--- src/common/ptr_pkg.sv ---
// Purpose: shared constants for the phy transmit status / receive data port
// Assumes: five-bit port addresses, null port code reserved
// Notes: time figures in ns, counts derived from the core clock period
package ptr_pkg;
  localparam int ADDR_W = 5;
  localparam logic [4:0] NULL_ADDR = 5'h1f;
  localparam int DATA_W_WIDE = 16;
  localparam int DATA_W_NARROW = 8;
  localparam int NUM_PORTS = 4;
  localparam logic [4:0] BASE_ADDR = 5'h00;
  localparam int FIFO_DEPTH = 16;
  localparam int FIFO_THRESHOLD = 12;
  localparam int CORE_CLK_PERIOD_NS = 4;
  localparam int LINK_CLK_MIN_MHZ = 25;
  localparam int LINK_CLK_MAX_MHZ = 50;
  // shortest link clock high or low phase, 10 ns at 50 MHz
  localparam int LINK_HALF_MIN_NS = 1000 / (2 * LINK_CLK_MAX_MHZ);
  localparam int LINK_HALF_MIN_CYC = LINK_HALF_MIN_NS / CORE_CLK_PERIOD_NS;
  localparam logic RST_ENB_N = 1'b1;
  localparam logic RST_ODD_PAR = 1'b0;
endpackage

--- src/design/ptr_buf2.sv ---
// Purpose: two-entry valid/ready buffer
// Assumes: single clock
// Notes: full when both entries held; in_ready drops only when full
`timescale 1ns/10ps
module ptr_buf2 #(
  parameter int W = 8
) (
  // clock and reset
  input wire logic core_clk,
  input wire logic arst_n,
  // fill side
  input wire logic in_valid,
  output logic in_ready,
  input wire logic [W-1:0] in_data,
  // drain side
  output logic out_valid,
  input wire logic out_ready,
  output logic [W-1:0] out_data
);
  logic [W-1:0] mem_reg [2];
  logic rd_ptr_reg;
  logic wr_ptr_reg;
  logic [1:0] cnt_reg;
  logic push;
  logic pop;
  assign in_ready = (cnt_reg != 2'h2);
  assign out_valid = (cnt_reg != 2'h0);
  assign out_data = mem_reg[rd_ptr_reg];
  assign push = in_valid && in_ready;
  assign pop = out_valid && out_ready;
  always_ff @(posedge core_clk or negedge arst_n) begin
    if (!arst_n) begin
      mem_reg[0] <= '0;
      mem_reg[1] <= '0;
    end else if (push) begin
      mem_reg[wr_ptr_reg] <= in_data;
    end
  end
  always_ff @(posedge core_clk or negedge arst_n) begin
    if (!arst_n) begin
      rd_ptr_reg <= 1'b0;
      wr_ptr_reg <= 1'b0;
      cnt_reg <= 2'h0;
    end else begin
      if (push) begin
        wr_ptr_reg <= ~wr_ptr_reg;
      end
      if (pop) begin
        rd_ptr_reg <= ~rd_ptr_reg;
      end
      if (push && !pop) begin
        cnt_reg <= cnt_reg + 2'h1;
      end else if (pop && !push) begin
        cnt_reg <= cnt_reg - 2'h1;
      end
    end
  end
endmodule

--- src/design/ptr_port.sv ---
// Purpose: phy-side transmit availability flags and receive data bus driver
// Assumes: link clock sampled by core_clk; fifo levels and rx words come from core logic
// Notes: rx words are prefetched into a two-entry buffer on core_clk and leave it on link clock rising edges seen after synchronisation
// Behaviour
// - polled flag high while polled fifo fill is below threshold, fifo not full.
// - polled flag low once polled fifo fill reaches threshold.
// - with transmit enable asserted, matching polled address drives the polled flag.
// - polled flag released for null code 1f or foreign address.
// - polled flag only in packet mode; direct flags only in byte mode.
// - byte mode gives one direct flag per port, own fifo only.
// - direct flag rises with room for threshold, falls when threshold reached.
// - an 8-bit receive data bus mode is offered beside 16 bits.
// - receive data valid only with enable asserted and valid port selected.
// - receive data big-endian: 16 bits go out in one word, the 8-bit bus carries bits 15 to 8 only.
// - receive data released whenever receive enable is high.
// - receive data released for null or foreign address after enable deasserted.
// - parity over the whole receive bus, odd or even selectable.
// - parity released under the same conditions as receive data.
// - receive address selects which port's receive fifo is read.
`timescale 1ns/10ps
module ptr_port #(
  parameter int NPORT = ptr_pkg::NUM_PORTS,
  parameter int DW = ptr_pkg::DATA_W_WIDE,
  parameter logic [4:0] BASE = ptr_pkg::BASE_ADDR,
  parameter int THRESH = ptr_pkg::FIFO_THRESHOLD,
  parameter int LVL_W = 6
) (
  // clock and reset
  input wire logic core_clk,
  input wire logic arst_n,
  // static configuration
  input wire logic byte_mode,
  input wire logic narrow_mode,
  input wire logic odd_parity,
  // transmit fifo fill per port, core side
  input wire logic [NPORT*LVL_W-1:0] tx_level,
  // link transmit side pins
  input wire logic tx_link_clk,
  input wire logic tx_enb_n,
  input wire logic [4:0] tx_addr,
  output logic poll_avail_o,
  output logic poll_avail_oe,
  output logic [NPORT-1:0] direct_avail,
  // link receive side pins
  input wire logic rx_link_clk,
  input wire logic rx_enb_n,
  input wire logic [4:0] rx_addr,
  output logic [DW-1:0] rx_data_o,
  output logic rx_data_oe,
  output logic rx_par_o,
  output logic rx_par_oe,
  // receive words from the core, per port
  input wire logic [NPORT-1:0] rx_word_valid,
  output logic [NPORT-1:0] rx_word_ready,
  input wire logic [NPORT*DW-1:0] rx_word_data
);
  typedef enum logic [2:0] {
    PTR_IDLE = 3'b001,
    PTR_SEL = 3'b010,
    PTR_XFER = 3'b100
  } ptr_rx_state_e;

  // synchronised pins
  logic tclk_s;
  logic tenb_n_s;
  logic [4:0] tadr_s;
  logic rclk_s;
  logic renb_n_s;
  logic [4:0] radr_s;
  ptr_sync2 #(.W(7), .INIT({1'b0, 1'b1, 5'h1f})) u_sync_tx (
    .core_clk(core_clk),
    .arst_n(arst_n),
    .d({tx_link_clk, tx_enb_n, tx_addr}),
    .q({tclk_s, tenb_n_s, tadr_s})
  );
  ptr_sync2 #(.W(7), .INIT({1'b0, 1'b1, 5'h1f})) u_sync_rx (
    .core_clk(core_clk),
    .arst_n(arst_n),
    .d({rx_link_clk, rx_enb_n, rx_addr}),
    .q({rclk_s, renb_n_s, radr_s})
  );

  logic tclk_d_reg;
  logic rclk_d_reg;
  logic t_rise;
  logic r_rise;
  assign t_rise = tclk_s && !tclk_d_reg;
  assign r_rise = rclk_s && !rclk_d_reg;
  always_ff @(posedge core_clk or negedge arst_n) begin
    if (!arst_n) begin
      tclk_d_reg <= 1'b0;
      rclk_d_reg <= 1'b0;
    end else begin
      tclk_d_reg <= tclk_s;
      rclk_d_reg <= rclk_s;
    end
  end

  // per-port availability and address match
  logic [NPORT-1:0] avail;
  genvar gi;
  generate
    for (gi = 0; gi < NPORT; gi++) begin : g_avail
      assign avail[gi] = (tx_level[gi*LVL_W +: LVL_W] < LVL_W'(THRESH));
    end
  endgenerate

  function automatic logic addr_hit(input logic [4:0] a);
    logic [5:0] off;
    off = {1'b0, a} - {1'b0, BASE};
    addr_hit = (a != ptr_pkg::NULL_ADDR) && (a >= BASE) && (off < 6'(NPORT));
  endfunction

  logic [4:0] t_idx;
  logic [4:0] r_idx;
  assign t_idx = tadr_s - BASE;
  assign r_idx = radr_s - BASE;

  // transmit availability outputs, updated on link clock rising edges
  logic poll_reg;
  logic poll_oe_reg;
  logic [NPORT-1:0] direct_reg;
  always_ff @(posedge core_clk or negedge arst_n) begin
    if (!arst_n) begin
      poll_reg <= 1'b0;
      poll_oe_reg <= 1'b0;
      direct_reg <= '0;
    end else if (t_rise) begin
      if (byte_mode) begin
        direct_reg <= avail;
        poll_oe_reg <= 1'b0;
      end else begin
        direct_reg <= '0;
        // polling only while enable asserted and one of our ports addressed
        poll_oe_reg <= !tenb_n_s && addr_hit(tadr_s);
        poll_reg <= addr_hit(tadr_s) ? avail[t_idx[$clog2(NPORT)-1:0]] : 1'b0;
      end
    end
  end
  assign poll_avail_o = poll_reg;
  assign poll_avail_oe = poll_oe_reg;
  assign direct_avail = direct_reg;

  // receive side: selection and output control
  ptr_rx_state_e st_reg;
  logic renb_prev_reg;
  logic [4:0] sel_reg;
  logic sel_ok_reg;
  always_ff @(posedge core_clk or negedge arst_n) begin
    if (!arst_n) begin
      st_reg <= PTR_IDLE;
      renb_prev_reg <= ptr_pkg::RST_ENB_N;
      sel_reg <= ptr_pkg::NULL_ADDR;
      sel_ok_reg <= 1'b0;
    end else if (r_rise) begin
      renb_prev_reg <= renb_n_s;
      // address is taken as a selection when enable was deasserted last cycle
      if (renb_prev_reg) begin
        sel_reg <= r_idx;
        sel_ok_reg <= addr_hit(radr_s);
      end
      case (st_reg)
        PTR_IDLE: begin
          st_reg <= renb_n_s ? PTR_SEL : PTR_IDLE;
        end
        PTR_SEL: begin
          st_reg <= renb_n_s ? PTR_SEL : PTR_XFER;
        end
        PTR_XFER: begin
          st_reg <= renb_n_s ? PTR_SEL : PTR_XFER;
        end
        default: begin
          st_reg <= PTR_IDLE;
        end
      endcase
    end
  end
  // a selection made at this edge already governs this edge, so a null or
  // foreign address presented after a deasserted enable never drives the bus
  logic sel_ok_now;
  assign sel_ok_now = renb_prev_reg ? addr_hit(radr_s) : sel_ok_reg;

  // buffered words from the selected port
  logic [$clog2(NPORT)-1:0] psel;
  logic [DW-1:0] buf_in_data;
  logic buf_in_valid;
  logic buf_in_ready;
  logic buf_out_valid;
  logic buf_out_ready;
  logic [DW-1:0] buf_out_data;
  logic drive_now;
  assign psel = sel_reg[$clog2(NPORT)-1:0];
  assign buf_in_valid = sel_ok_reg && rx_word_valid[psel];
  assign buf_in_data = rx_word_data[psel*DW +: DW];
  generate
    for (gi = 0; gi < NPORT; gi++) begin : g_rdy
      assign rx_word_ready[gi] = buf_in_ready && sel_ok_reg && (psel == gi);
    end
  endgenerate
  ptr_buf2 #(.W(DW)) u_buf (
    .core_clk(core_clk),
    .arst_n(arst_n),
    .in_valid(buf_in_valid),
    .in_ready(buf_in_ready),
    .in_data(buf_in_data),
    .out_valid(buf_out_valid),
    .out_ready(buf_out_ready),
    .out_data(buf_out_data)
  );
  // a word leaves the buffer on each link rising edge with enable asserted and port valid
  assign drive_now = r_rise && !renb_n_s && sel_ok_now && buf_out_valid;
  assign buf_out_ready = drive_now;

  logic [DW-1:0] data_reg;
  logic par_reg;
  logic oe_reg;
  logic [DW-1:0] data_next;
  always_comb begin
    data_next = buf_out_data;
    if (narrow_mode) begin
      // narrow bus keeps the first byte in the low lane
      data_next = {{(DW-8){1'b0}}, buf_out_data[DW-1 -: 8]};
    end
  end
  always_ff @(posedge core_clk or negedge arst_n) begin
    if (!arst_n) begin
      data_reg <= '0;
      par_reg <= 1'b0;
      oe_reg <= 1'b0;
    end else if (r_rise) begin
      oe_reg <= !renb_n_s && sel_ok_now;
      if (drive_now) begin
        data_reg <= data_next;
        par_reg <= (^data_next) ^ odd_parity;
      end
    end
  end
  assign rx_data_o = data_reg;
  assign rx_data_oe = oe_reg;
  assign rx_par_o = par_reg;
  assign rx_par_oe = oe_reg;

  poll_released_a: assert property (@(posedge core_clk) disable iff (!arst_n)
    (t_rise && (tadr_s == 5'h1f)) |=> !poll_avail_oe)
    else $error("polled flag driven for null address");
  poll_not_byte_a: assert property (@(posedge core_clk) disable iff (!arst_n)
    byte_mode && $stable(byte_mode) && $past(byte_mode) |=> !poll_avail_oe)
    else $error("polled flag driven in byte mode");
  direct_zero_pkt_a: assert property (@(posedge core_clk) disable iff (!arst_n)
    (t_rise && !byte_mode) |=> (direct_avail == '0))
    else $error("direct flags active in packet mode");
  direct_follows_a: assert property (@(posedge core_clk) disable iff (!arst_n)
    (t_rise && byte_mode) |=> (direct_avail == $past(avail)))
    else $error("direct flag does not follow its fifo");
  poll_value_a: assert property (@(posedge core_clk) disable iff (!arst_n)
    (t_rise && !byte_mode && !tenb_n_s && addr_hit(tadr_s))
    |=> poll_avail_oe && (poll_avail_o == $past(avail[t_idx[$clog2(NPORT)-1:0]])))
    else $error("polled flag wrong for addressed port");
  rx_release_a: assert property (@(posedge core_clk) disable iff (!arst_n)
    (r_rise && renb_n_s) |=> !rx_data_oe && !rx_par_oe)
    else $error("receive bus driven with enable high");
  rx_null_a: assert property (@(posedge core_clk) disable iff (!arst_n)
    (r_rise && renb_prev_reg && (radr_s == 5'h1f)) ##1 (!r_rise) [*1]
    |-> !sel_ok_reg)
    else $error("null address selected a port");
  rx_parity_a: assert property (@(posedge core_clk) disable iff (!arst_n)
    drive_now |=> (rx_par_o == ((^rx_data_o) ^ odd_parity)))
    else $error("receive parity wrong");
  rx_valid_a: assert property (@(posedge core_clk) disable iff (!arst_n)
    buf_out_ready |=> (rx_data_oe && rx_par_oe))
    else $error("word read without valid selection");
  rx_foreign_a: assert property (@(posedge core_clk) disable iff (!arst_n)
    (r_rise && renb_prev_reg && !addr_hit(radr_s)) |=> !rx_data_oe)
    else $error("receive bus driven for unselected address");
  rx_phase_a: assert property (@(posedge core_clk) disable iff (!arst_n)
    rx_data_oe |-> (st_reg != PTR_SEL))
    else $error("receive bus driven in selection phase");

  poll_seen_c: cover property (@(posedge core_clk) disable iff (!arst_n)
    poll_avail_oe && poll_avail_o);
  direct_seen_c: cover property (@(posedge core_clk) disable iff (!arst_n)
    byte_mode && (direct_avail != '0));
  rx_word_c: cover property (@(posedge core_clk) disable iff (!arst_n)
    drive_now ##[1:40] drive_now);
  buf_full_c: cover property (@(posedge core_clk) disable iff (!arst_n)
    !buf_in_ready);
endmodule

--- src/design/ptr_sync2.sv ---
// Purpose: two flip-flop synchroniser for a vector of levels
// Assumes: each bit is independent
// Notes: first stage is read only by the second stage
`timescale 1ns/10ps
module ptr_sync2 #(
  parameter int W = 1,
  parameter logic [W-1:0] INIT = '0
) (
  // clock and reset
  input wire logic core_clk,
  input wire logic arst_n,
  // data
  input wire logic [W-1:0] d,
  output logic [W-1:0] q
);
  logic [W-1:0] meta_reg;
  always_ff @(posedge core_clk or negedge arst_n) begin
    if (!arst_n) begin
      meta_reg <= INIT;
      q <= INIT;
    end else begin
      meta_reg <= d;
      q <= meta_reg;
    end
  end
endmodule

--- config.mk ---
export PLATFORM = sky130hd
export DESIGN_NAME = ptr_port
export DESIGN_NICKNAME = d
export VERILOG_FILES = /design/src/common/ptr_pkg.sv /design/src/design/ptr_buf2.sv /design/src/design/ptr_port.sv /design/src/design/ptr_sync2.sv
export SDC_FILE = /design/constraint.sdc
export NUM_CORES = 1
export LEC_CHECK = 0
export BUFFER_PORTS_ARGS = -buffer_cell sky130_fd_sc_hd__buf_2
export CORE_ASPECT_RATIO = 1.5
export CORE_MARGIN = 4
export CORE_UTILIZATION = 42
export CTS_BUF_LIST = sky130_fd_sc_hd__clkbuf_4 sky130_fd_sc_hd__clkbuf_8
export CTS_CLUSTER_DIAMETER = 50
export DETAILED_ROUTE_END_ITERATION = 12
export PLACE_DENSITY = 0.74
export SETUP_SLACK_MARGIN = 0.2
export SLEW_MARGIN = 20
export SYNTH_ARGS = -nofsm -noshare
export SYNTH_HDL_FRONTEND = slang
export SYNTH_SLANG_ARGS = --single-unit
--- constraint.sdc ---
create_clock -name core_clk -period 2.6 [get_ports core_clk]
set_input_delay 0.39 -clock core_clk [delete_from_list [all_inputs] [get_ports core_clk]]
set_output_delay 0.39 -clock core_clk [all_outputs]
set_load 0.005 [all_outputs]
==> results.toml <==
[sta]
rsz0062_at_grt = "no"
clock_skew_ns = 0.01699
setup_viol = 0
slew_violations = 0
maxSlewHeadroom_pct = 65.64
hold_viol = 1
min_period_ns = 2.250
holdWs_ns = -0.004604
final.setup.tns_ns = 0
fmax_mhz = 444.4
post-route-period-util_pct = 86.54
worst_pin_slew_ns = 0.5155

[grt]
grt_max_degree = 43
top_usage_layer = "met2"
antenna_found_initial = 0
grt_pass1_vias = 2988
overflow = 0
grt_use_met1_pct = 16.74
grtUsageMet2_pct = 27.28
track_usage_pct = 14.88
met3_usage_pct = 2.746
grt_pass1_wl_um = 14170

[placement]
port_buffers = 131
gp_congestion = 0.8090
hpwl_um = 6746

[worst_setup_path]
reg2regPathDepth = 7
worst_path_max_delay_cell = "dfrtp_1"
critical_path_class = "flip-flop to flip-flop"
path_delay_family = "XOR/XNOR gates"
arrival_ns = 2.49
critical_path_cell_count = 7
required_ns = 2.84
path_max_fanout = 10
cp-start-kind = "flip-flop"
crit_chain = "buf_4 > mux2i_1 > mux2_2 > xnor3_1 > xnor3_1 > xnor3_1 > mux2_2"
path_common_cell = "xnor3_1"
end_kind = "flip-flop"
worst-path-buf-inv = 1
slowest_delay_ns = 0.40

[yosys]
synth_top_cells_by_area = "dfrtp_1 39%, dfstp_2 17%, mux2_2 12%"
netlist.area_leader.share_pct = 39.34
yosysSeqAreaShare_pct = 55.99
ys_warn_count = 0
synthesis.area_um2 = 4262
synth_commonest_cells = "67 x dfrtp_1, 46 x mux2_2, 27 x dfstp_2"
synth.distinct_cells = 35
synth_seq_cells = 94
syn-num-nets = 401
synth-edff-count = 0
avgSynthCellArea_um2 = 14.75
yosysMostFrequentCell = "dfrtp_1"
ys.flop_type = "dfrtp_1"
async_flop_share_pct = 100.0
synth_area_leader_cell = "dfrtp_1"
synthCells = 289

[power]
comb_power_share_pct = 40.3
p_int_uw = 3576
p_sw_share_pct = 30.86
clkPwrFrac_pct = 17.2
ir_drop_v = 0.0004625
p_sw_uw = 1596
seqPwrFrac_pct = 42.5
p_leak_uw = 0.002478
p_per_area_nw_per_um2 = 991.8

[final_layout]
syn2layout_area_growth_pct = 22.37
layout-drive-gt1-share_pct = 58.04
fin_nets = 536
antennaDiodeCount = 0
largest_register_ffs = 32

[min_path]
hp-class = "input pin to async pin"

[floorplanning]
die_w_um = 90.25
dieArea_um2 = 11860
num_io_pins = 140
core_um2 = 9799
dieHeight_um = 131.4
rows = 44
start_util_pct = 43.49

[detailed_routing]
drc = 0
wl_um = 8405
vias_per_cell = 5.064
firstDrtPassIters = 4
drt-initial-drc-count = 95
vias = 2755
postRouteAntennaNets = 0
route.detailed.wl_per_inst_um = 15.45

[cts]
cts_setup_buffers = 0
ctsResizeCount = 0
cts-htree-levels = 3
cts_sinks = 94
cts.clk_slew.worst_paths_ns = 0.09
cts_tree = "built"
clk_path_buf_depth = 2
ctsHoldBuffers = 0
cts-root-buf = "clkbuf_8"
clkLatencyLatePin_ns = 0.36
numCtsBuffers = 9

[run_status]
violations = "hold timing"
status = "finished, violations left"

[flow_run]
maxCapViolCount = 0
[routing by layer]
layer / vias to the layer above / part of all wire, %
met4: 0 / 2.0
met5: - / 0
met3: 12 / 4.5
met2: 72 / 55
li1: 1317 / -
met1: 1354 / 38
[power by group through the flow]
stage	Combinational [uW]	Clock, uW	Sequential, uW
6_report	2080	889	2200
5_1_grt	2300	977	2260
4_1_cts	2130	922	2210
3_5_place_dp	2120	0	2230
3_3_place_gp	2070	0	2210
2_1_floorplan	1650	0	2170
[cell type report]
class | instances | area, um^2
Clock buffer | 11 | 145.1
Clock inverter | 5 | 40.04
Fill cell | 875 | 4584
Inverter | 2 | 7.507
Multi-Input combinational cell | 175 | 1752
Sequential cell | 94 | 2386
Tap cell | 115 | 143.9
Timing Repair Buffer | 142 | 740.7
[placed cells by master, fill, tap and decap left out, drive strengths merged, types with 3 or more instances in the layout]
cell type	netlist	routed
buf	11	142
dfrtp	67	67
mux2	46	46
dfstp	27	27
nand2	22	22
mux4	19	19
mux2i	16	16
xnor2	13	13
clkbuf	7	11
nor2	8	8
o31ai	8	8
o21ai	8	8
xor2	7	7
a211oi	5	5
inv	2	5
a22o	4	4
xnor3	3	3
[final timing paths]
path                                       startpoint               endpoint  slack (ns)
worst max-delay path                 u_buf.rd_ptr_reg               rx_par_o        0.35
worst min-delay path                           arst_n         u_sync_rx.q[6]      -0.005
worst max register to register       u_buf.rd_ptr_reg               rx_par_o        0.35
worst min register to register  u_sync_rx.meta_reg[6]         u_sync_rx.q[6]        0.35
max in group asynchronous                      arst_n          renb_prev_reg        1.87
min in group core_clk                      tx_addr[2]  u_sync_tx.meta_reg[2]        0.12
[cells by family after synthesis]
kind of cell / Yosys count / synth area share (%)
flip-flops: 94 / 55.99
adder cells (fa/ha/maj): 1 / 0.2936
AO/OA/AOI/OAI: 30 / 4.992
buffers and inverters: 20 / 2.907
AND/OR/NAND/NOR: 40 / 4.081
XOR/XNOR: 23 / 5.696
multiplexers: 81 / 26.04
[per-stage QoR]
step,cells,power [uW],instance area (um^2),utilization [%],setup WS [ns]
4_1_cts,544,5256,5215,53.22,0.3413
3_5_place_dp,528,4352,5030,51.33,0.2410
2_1_floorplan,289,3823,4262,-,0.3802
6_report,544,5172,5215,53.22,0.3500
3_3_place_gp,528,4275,5030,51.33,0.2630
5_1_grt,544,5543,5215,53.22,0.2321
Note: power is estimated with default switching activity, not from simulation.
